## src/pkg/fsr_pkg.sv

```systemverilog
// Constants and types shared by the FEC status readback bank
package fsr_pkg;
	localparam int ADDR_W = 8;
	localparam int DATA_W = 8;
	localparam int F1_W = 24;
	localparam int F2_W = 20;
	localparam int F2_PAD_W = 4;
	localparam int SQ_W = 24;
	localparam int RATE_W = 3;
	localparam int RSCNT_W = 4;
	localparam int LOCK_N = 3;
	localparam int EVT_W = 4;
	localparam int LOCK_NODE = 0;
	localparam int LOCK_FRAME = 1;
	localparam int LOCK_BYTE = 2;
	localparam int EVT_BLOCK = 3;
	localparam logic [ADDR_W-1:0] OFS_F1_HI = 8'h10;
	localparam logic [ADDR_W-1:0] OFS_F1_MID = 8'h11;
	localparam logic [ADDR_W-1:0] OFS_F1_LO = 8'h12;
	localparam logic [ADDR_W-1:0] OFS_F2_HI = 8'h13;
	localparam logic [ADDR_W-1:0] OFS_F2_MID = 8'h14;
	localparam logic [ADDR_W-1:0] OFS_F2_LO = 8'h15;
	localparam logic [ADDR_W-1:0] OFS_SQ_HI = 8'h16;
	localparam logic [ADDR_W-1:0] OFS_SQ_MID = 8'h17;
	localparam logic [ADDR_W-1:0] OFS_SQ_LO = 8'h18;
	localparam logic [ADDR_W-1:0] OFS_RATE = 8'h19;
	localparam logic [ADDR_W-1:0] OFS_RSCNT = 8'h1a;
	localparam logic [ADDR_W-1:0] OFS_LOCK = 8'h1b;
	localparam logic [ADDR_W-1:0] OFS_IRQ_STAT = 8'h20;
	localparam logic [ADDR_W-1:0] OFS_IRQ_EN = 8'h21;
	localparam logic [ADDR_W-1:0] OFS_IRQ_CLR = 8'h22;
	localparam logic [DATA_W-1:0] BYTE_ZERO = 8'h00;
	localparam logic [RSCNT_W-1:0] RSCNT_MAX = 4'h8;
	localparam logic [RSCNT_W-1:0] RSCNT_ZERO = 4'h0;
	localparam logic [F2_PAD_W-1:0] F2_PAD = 4'h0;
	typedef enum logic [RATE_W-1:0] {
		FSR_RATE_1_2 = 3'h0,
		FSR_RATE_2_3 = 3'h1,
		FSR_RATE_3_4 = 3'h2,
		FSR_RATE_5_6 = 3'h3,
		FSR_RATE_7_8 = 3'h4
	} fsr_rate_t;
endpackage : fsr_pkg

```

## src/hw/fsr_evt_detect.sv

```systemverilog
// Per-bit change detector turning lock levels into one-cycle events
`timescale 1ns/1ns
module fsr_evt_detect #(
	parameter int W = 3
) (
	input wire logic clk,
	input wire logic rst,
	input wire logic [W-1:0] lvl,
	output logic [W-1:0] chg
);
	genvar i;
	generate
		for (i = 0; i < W; i++) begin : g_bit
			logic prev_r;
			logic chg_r;
			always_ff @(posedge clk) begin
				if (rst) begin
					prev_r <= 1'b0;
					chg_r <= 1'b0;
				end else begin
					prev_r <= lvl[i];
					chg_r <= lvl[i] ^ prev_r;
				end
			end
			assign chg[i] = chg_r;
		end
	endgenerate
endmodule : fsr_evt_detect

```

## src/hw/fsr_irq_ctrl.sv

```systemverilog
// Sticky event status, enable mask and level interrupt
`timescale 1ns/1ns
module fsr_irq_ctrl #(
	parameter int W = 4
) (
	input wire logic clk,
	input wire logic rst,
	input wire logic [W-1:0] evt,
	input wire logic en_wr,
	input wire logic clr_wr,
	input wire logic [W-1:0] wdata,
	output logic [W-1:0] status,
	output logic [W-1:0] enable,
	output logic irq
);
	logic [W-1:0] status_r;
	logic [W-1:0] enable_r;
	genvar i;
	generate
		for (i = 0; i < W; i++) begin : g_bit
			// A new event wins over a clear in the same cycle
			always_ff @(posedge clk) begin
				if (rst) begin
					status_r[i] <= 1'b0;
				end else if (evt[i]) begin
					status_r[i] <= 1'b1;
				end else if (clr_wr && wdata[i]) begin
					status_r[i] <= 1'b0;
				end
			end
		end
	endgenerate
	always_ff @(posedge clk) begin
		if (rst) begin
			enable_r <= '0;
		end else if (en_wr) begin
			enable_r <= wdata;
		end
	end
	assign status = status_r;
	assign enable = enable_r;
	assign irq = |(status_r & enable_r);
endmodule : fsr_irq_ctrl

```

## src/hw/fsr_status_bank.sv

```systemverilog
// Read-only FEC status bank with register port and lock- and corrected-block-event interrupt
//
// The implementer's own choice: strobed register access.
`timescale 1ns/1ns
module fsr_status_bank (
	input wire logic clk,
	input wire logic rst,
	input wire logic [fsr_pkg::ADDR_W-1:0] addr,
	input wire logic [fsr_pkg::DATA_W-1:0] wr_data,
	input wire logic wr_en,
	input wire logic rd_en,
	output logic [fsr_pkg::DATA_W-1:0] rd_data,
	output logic irq,
	input wire logic [fsr_pkg::F1_W-1:0] freq1_in,
	input wire logic [fsr_pkg::F2_W-1:0] freq2_in,
	input wire logic [fsr_pkg::SQ_W-1:0] quality_in,
	input wire logic [fsr_pkg::RATE_W-1:0] rate_in,
	input wire logic [fsr_pkg::RSCNT_W-1:0] rs_count_in,
	input wire logic block_done,
	input wire logic node_sync_in,
	input wire logic frame_sync_in,
	input wire logic byte_sync_in
);
	logic [fsr_pkg::F1_W-1:0] freq1_r;
	logic [fsr_pkg::F2_W-1:0] freq2_r;
	logic [fsr_pkg::SQ_W-1:0] qual_r;
	logic [fsr_pkg::F1_W-1:0] f1_sh_r;
	logic [fsr_pkg::F2_W-1:0] f2_sh_r;
	logic [fsr_pkg::SQ_W-1:0] sq_sh_r;
	logic [fsr_pkg::RATE_W-1:0] rate_r;
	logic [fsr_pkg::RSCNT_W-1:0] rscnt_r;
	logic [fsr_pkg::RSCNT_W-1:0] rscnt_nxt;
	logic [fsr_pkg::LOCK_N-1:0] lock_r;
	logic [fsr_pkg::DATA_W-1:0] rd_data_r;
	logic [fsr_pkg::DATA_W-1:0] rd_nxt;
	logic [fsr_pkg::F2_W+fsr_pkg::F2_PAD_W-1:0] f2_word;
	logic [fsr_pkg::LOCK_N-1:0] lock_chg;
	logic [fsr_pkg::EVT_W-1:0] evt;
	logic [fsr_pkg::EVT_W-1:0] irq_status;
	logic [fsr_pkg::EVT_W-1:0] irq_enable;
	logic block_evt_r;
	logic rate_ok;
	logic rd_f1_hi;
	logic rd_f2_hi;
	logic rd_sq_hi;
	logic wr_irq_en;
	logic wr_irq_clr;

	assign rd_f1_hi = rd_en && (addr == fsr_pkg::OFS_F1_HI);
	assign rd_f2_hi = rd_en && (addr == fsr_pkg::OFS_F2_HI);
	assign rd_sq_hi = rd_en && (addr == fsr_pkg::OFS_SQ_HI);
	// Only the interrupt controls accept writes; bank offsets fall through
	assign wr_irq_en = wr_en && (addr == fsr_pkg::OFS_IRQ_EN);
	assign wr_irq_clr = wr_en && (addr == fsr_pkg::OFS_IRQ_CLR);

	// Live copies of the measurement values, refreshed every cycle
	always_ff @(posedge clk) begin
		if (rst) begin
			freq1_r <= '0;
			freq2_r <= '0;
			qual_r <= '0;
		end else begin
			freq1_r <= freq1_in;
			freq2_r <= freq2_in;
			qual_r <= quality_in;
		end
	end

	// Reading a high byte freezes the rest of the word, so a byte-wise
	// read of a moving value is never torn between samples
	always_ff @(posedge clk) begin
		if (rst) begin
			f1_sh_r <= '0;
		end else if (rd_f1_hi) begin
			f1_sh_r <= freq1_r;
		end
	end

	always_ff @(posedge clk) begin
		if (rst) begin
			f2_sh_r <= '0;
		end else if (rd_f2_hi) begin
			f2_sh_r <= freq2_r;
		end
	end

	always_ff @(posedge clk) begin
		if (rst) begin
			sq_sh_r <= '0;
		end else if (rd_sq_hi) begin
			sq_sh_r <= qual_r;
		end
	end

	// Reserved rate codes are dropped and the last valid rate is kept
	assign rate_ok = rate_in <= fsr_pkg::RATE_W'(fsr_pkg::FSR_RATE_7_8);

	always_ff @(posedge clk) begin
		if (rst) begin
			rate_r <= fsr_pkg::RATE_W'(fsr_pkg::FSR_RATE_1_2);
		end else if (rate_ok) begin
			rate_r <= rate_in;
		end
	end

	// A decoder can correct at most eight symbols; clamp any larger figure
	always_comb begin
		if (rs_count_in > fsr_pkg::RSCNT_MAX) begin
			rscnt_nxt = fsr_pkg::RSCNT_MAX;
		end else begin
			rscnt_nxt = rs_count_in;
		end
	end

	always_ff @(posedge clk) begin
		if (rst) begin
			rscnt_r <= fsr_pkg::RSCNT_ZERO;
		end else if (block_done) begin
			rscnt_r <= rscnt_nxt;
		end
	end

	always_ff @(posedge clk) begin
		if (rst) begin
			block_evt_r <= 1'b0;
		end else begin
			block_evt_r <= block_done && (rscnt_nxt != fsr_pkg::RSCNT_ZERO);
		end
	end

	always_ff @(posedge clk) begin
		if (rst) begin
			lock_r <= '0;
		end else begin
			lock_r[fsr_pkg::LOCK_NODE] <= node_sync_in;
			lock_r[fsr_pkg::LOCK_FRAME] <= frame_sync_in;
			lock_r[fsr_pkg::LOCK_BYTE] <= byte_sync_in;
		end
	end

	// Second frequency is left-aligned; the low nibble of its last byte is zero
	assign f2_word = {freq2_r, fsr_pkg::F2_PAD};

	always_comb begin
		rd_nxt = fsr_pkg::BYTE_ZERO;
		case (addr)
			fsr_pkg::OFS_F1_HI: begin
				rd_nxt = freq1_r[23:16];
			end
			fsr_pkg::OFS_F1_MID: begin
				rd_nxt = f1_sh_r[15:8];
			end
			fsr_pkg::OFS_F1_LO: begin
				rd_nxt = f1_sh_r[7:0];
			end
			fsr_pkg::OFS_F2_HI: begin
				rd_nxt = f2_word[23:16];
			end
			fsr_pkg::OFS_F2_MID: begin
				rd_nxt = f2_sh_r[11:4];
			end
			fsr_pkg::OFS_F2_LO: begin
				rd_nxt = {f2_sh_r[3:0], fsr_pkg::F2_PAD};
			end
			fsr_pkg::OFS_SQ_HI: begin
				rd_nxt = qual_r[23:16];
			end
			fsr_pkg::OFS_SQ_MID: begin
				rd_nxt = sq_sh_r[15:8];
			end
			fsr_pkg::OFS_SQ_LO: begin
				rd_nxt = sq_sh_r[7:0];
			end
			fsr_pkg::OFS_RATE: begin
				rd_nxt = {5'h00, rate_r};
			end
			fsr_pkg::OFS_RSCNT: begin
				rd_nxt = {4'h0, rscnt_r};
			end
			fsr_pkg::OFS_LOCK: begin
				rd_nxt = {5'h00, lock_r};
			end
			fsr_pkg::OFS_IRQ_STAT: begin
				rd_nxt = {4'h0, irq_status};
			end
			fsr_pkg::OFS_IRQ_EN: begin
				rd_nxt = {4'h0, irq_enable};
			end
			default: begin
				rd_nxt = fsr_pkg::BYTE_ZERO;
			end
		endcase
	end

	// Read data stands for exactly one cycle, zero otherwise
	always_ff @(posedge clk) begin
		if (rst) begin
			rd_data_r <= fsr_pkg::BYTE_ZERO;
		end else if (rd_en) begin
			rd_data_r <= rd_nxt;
		end else begin
			rd_data_r <= fsr_pkg::BYTE_ZERO;
		end
	end

	assign rd_data = rd_data_r;

	fsr_evt_detect #(
		.W(fsr_pkg::LOCK_N)
	) u_lock_evt (
		.clk(clk),
		.rst(rst),
		.lvl(lock_r),
		.chg(lock_chg)
	);

	assign evt = {block_evt_r, lock_chg};

	fsr_irq_ctrl #(
		.W(fsr_pkg::EVT_W)
	) u_irq (
		.clk(clk),
		.rst(rst),
		.evt(evt),
		.en_wr(wr_irq_en),
		.clr_wr(wr_irq_clr),
		.wdata(wr_data[fsr_pkg::EVT_W-1:0]),
		.status(irq_status),
		.enable(irq_enable),
		.irq(irq)
	);
endmodule : fsr_status_bank

```

## config.mk

```make
export PLATFORM = sky130hd
export DESIGN_NAME = fsr_status_bank
export DESIGN_NICKNAME = d
export VERILOG_FILES = /design/src/pkg/fsr_pkg.sv /design/src/hw/fsr_evt_detect.sv /design/src/hw/fsr_irq_ctrl.sv /design/src/hw/fsr_status_bank.sv
export SDC_FILE = /design/constraint.sdc
export NUM_CORES = 1
export LEC_CHECK = 0
export CORE_UTILIZATION = 62
export CTS_CLUSTER_SIZE = 16
export DETAILED_ROUTE_END_ITERATION = 6
export DONT_BUFFER_PORTS = 1
export PLACE_DENSITY = 0.78
export SYNTH_ARGS = -nofsm -noshare
export SYNTH_HDL_FRONTEND = slang
export SYNTH_HIERARCHICAL = 1
export SYNTH_SLANG_ARGS = --single-unit
```

## constraint.sdc

```tcl
create_clock -name clk -period 1.9 [get_ports clk]
set_input_delay 0.19 -clock clk [delete_from_list [all_inputs] [get_ports clk]]
set_output_delay 0.19 -clock clk [all_outputs]
set_load 0.005 [all_outputs]
```

==> results by group <==
Run status
  – Status: finished clean

Floorplanning
  – Core ar.: 0.00834 sq mm
  – Die height: 95.4 microns
  – Die Wd: 95.4 microns
  – Initial Util: 64.8%
  – Die ar.: 0.00909 sq mm
  – Ports: 108
  – Cell row count: 33

Global route
  – Met2 Use GR: 58.0%
  – First-pass GRT wire length: 22.1 mm
  – Vias in the first global route: 4558
  – Global Route met3 Usage: 7.97%
  – Total GRT Usage: 33.5%
  – Met1 Use GR: 37.1%
  – Grt peak-use layer: met2
  – Largest net degree at the start of global routing: 96
  – Antenna violations before repair: 0
  – Global route overflow: 0

Synthesis
  – Cells after Synth: 533
  – Post-synthesis sequential area ratio: 53.7%
  – Synthesized cell area: 0.00540 sq mm
  – Synth top cells by count: 145 x dfxtp_1, 89 x nor2b_1, 47 x nor2_1
  – Yosys warning count: 6
  – Most frequent cell after synthesis: dfxtp_1
  – Top FF cell, synth: dfxtp_1
  – Avg Cell Area, Syn: 10.1 sq um
  – Post-synth top area share: 53.7%
  – Post-synth EDFFs: 0
  – Post-synth cell types: 50
  – Yosys top cell by area: dfxtp_1
  – Cells taking the most area after synthesis: dfxtp_1 54%, nor2b_1 10%, mux2i_1 6.5%
  – Synthesized flop and latch total: 145
  – Ys async rst share: 0%
  – Post-synthesis net count: 632

Setup path
  – Nature of the critical path endpoint: flip-flop
  – Reg2reg path depth: 4
  – Most used cell, CP: buf_4
  – Source of the critical timing path: addr[7]
  – Worst-path maximum fanout: 16
  – Sum of buffers and inverters on the critical path: 3
  – CP Cell Sequence: nor4_2, and2_1, buf_4, and3_1, buf_4, nand2_1, a21oi_1, dlygate4sd3_1
  – FF-to-FF Start: lock_r[0]
  – Top delay family on crit path: buffers and inverters
  – Crit path largest cell delay: 0.59 ns
  – Slowest cell on the critical path: dlygate4sd3_1
  – Crit Path Category: in2reg
  – Req. time, crit path: 2.37 ns
  – Stages on worst setup path: 8
  – CP arrival: 2.26 ns
  – Startpoint Class: primary input

Clocking
  – Clock-pin slew on the worst setup and hold paths: 0.07 ns
  – Clock sinks: 145
  – Total CTS buffers: 17
  – Clock Latency Late Sink: 0.53 ns
  – CTS Buffer Depth: 2
  – CTS tree: yes
  – H-tree depth: 4
  – Clk Tree Root Cell: clkbuf_8

Pwr
  – P_leak: 2.87 nW
  – Logic pwr share: 5.8%
  – Peak VDD IR: 0.000896 V
  – Sw Pwr: 0.00159 W
  – Sw Share: 23.5%
  – Internal Power: 0.00516 W
  – Pwr dens: 938 mW/mm^2
  – Clk pwr share: 47.0%
  – Flop pwr share: 47.2%

Detailed routing
  – DRC: 0
  – Avg WL per Cell: 19.3 microns
  – Post-DRT Antenna Nets: 0
  – DR vias/cell: 5.80
  – Via count: 4439
  – 1st-iter DRT viols: 337
  – Routed WL: 14.8 mm
  – TritonRoute pass-1 iters: 5

Finish
  – Layout cells sized above 1: 9.24%
  – Area delta synth->final: 33.1%
  – Nets: 746
  – Reg area: 0.00290 sq mm
  – Multi-input logic area: 0.00225 sq mm
  – Fillers: 435
  – # diodes: 0

Flow run
  – Max-cap viol count: 0

Placed design
  – Input/output buffers: 0
  – DP HPWL: 7.84 mm
  – Gpl congestion: 0.914
  – Post-place setup slack: 0.215 ns

Timing
  – Final-report max-slew violation count: 0
  – Final worst slack: 0.116 ns
  – Final min period: 1.78 ns
  – Worst Tran Pin Value: 0.649 ns
  – RSZ-0062 raised after global routing: no
  – Final setup violation count: 0
  – Setup_tns: 0 ns
  – Fmax: 560 MHz
  – Final Cycle Share: 93.9%
  – Final-report hold violation count: 0
  – Slew HR: 56.6%
  – Worst clock skew: 0.00820 ns

Min path
  – Hold Crit Class: in2reg
  – Hold path depth: 3
  – Hold Crit Start: addr[1]
[placed cells by master, fill, tap and decap left out, types with 6 or more instances in the layout]
cell type and instances:
a21oi_1 24, a22o_1 11, a22oi_1 11, a31oi_1 8, and3_1 8, buf_4 17
clkbuf_16 16, dfxtp_1 145, dlygate4sd3_1 115, inv_6 6, mux2_2 6, mux2i_1 35
nand2_1 35, nand3_1 9, nor2_1 47, nor2b_1 89
[state kept, by name, indices dropped and copies added (netlist names), 4 cells and up]
register and count:
f1_sh_r 16, f2_sh_r 12, freq1_r 24, freq2_r 20, qual_r 24, rd_data 8, rscnt_r 4, sq_sh_r 16
u_irq/enable 4, u_irq/status 4
[power by group through the flow]
stage / Clock [W] / Combinational (W) / Sequential, W
final: 0.00317 / 0.000390 / 0.00319
after global routing: 0.00333 / 0.000418 / 0.00320
after CTS: 0.00317 / 0.000374 / 0.00319
after detailed placement: 0 / 0.000174 / 0.00325
after global placement: 0 / 0.000171 / 0.00325
after floorplan: 0 / 0.000199 / 0.00323
[through the flow]
| step | hold slack, ns | instances | area, sq um | total power, W | util [%] |
|---|---|---|---|---|---|
| after floorplan | 0.256 | 533 | 5400 | 0.00343 | - |
| after global placement | 0.268 | 617 | 5460 | 0.00342 | 65.4 |
| after detailed placement | 0.270 | 617 | 5460 | 0.00343 | 65.4 |
| after CTS | 0.00709 | 765 | 7190 | 0.00673 | 86.2 |
| after global routing | 0.0355 | 765 | 7190 | 0.00694 | 86.2 |
| final | 0.0196 | 765 | 7190 | 0.00675 | 86.2 |
[logic make-up (layout without fill, tap and decap cells)]
group / count (synthesis) / after routing / synth area share (%)
AOI/OAI and AO/OA: 88 / 88 / 12.2
xor gates and xnor gates: 3 / 3 / 0.486
buffers and inverters: 44 / 171 / 4.56
DFF: 145 / 145 / 53.7
muxes: 41 / 41 / 7.73
and+or+nand+nor: 212 / 212 / 21.3
[area by class of cell]
cell class / instances / share of cell area [%]
timing repair buffer: 134 / 18.4
sequential: 145 / 40.4
clock buffer: 18 / 5.81
clock inverter: 14 / 1.97
inverter: 5 / 0.261
multi-input combinational: 344 / 31.3
tap: 105 / 1.83
[layer usage]
metal	wire, microns	share of wire, %	up-vias
met5	0	0	-
met4	598	4.0	0
met3	992	6.7	45
met2	7430	50	207
met1	5780	39	2123
li1	-	-	2064
[worst min-delay path: cells and delay by family]
kind | cells | cell delay [ns]
AOI/OAI and AO/OA | 3 | 0.32
[path summary, 6_finish.rpt]
kind | end | slack (ns)
setup / recovery | f1_sh_r[4] | 0.12
hold / removal | rd_data[7] | 0.02
hold reg to reg | f1_sh_r[7] | 0.44
setup reg to reg | rd_data[0] | 0.51
[what timing repair did]
item,in CTS,in global routing
endpoints found under the hold margin,145,0
setup endpoints to repair,0,0
hold buffers,116,0
resized for setup,0,0
setup buffers,0,0
Note: power is estimated with default switching activity, not from simulation.
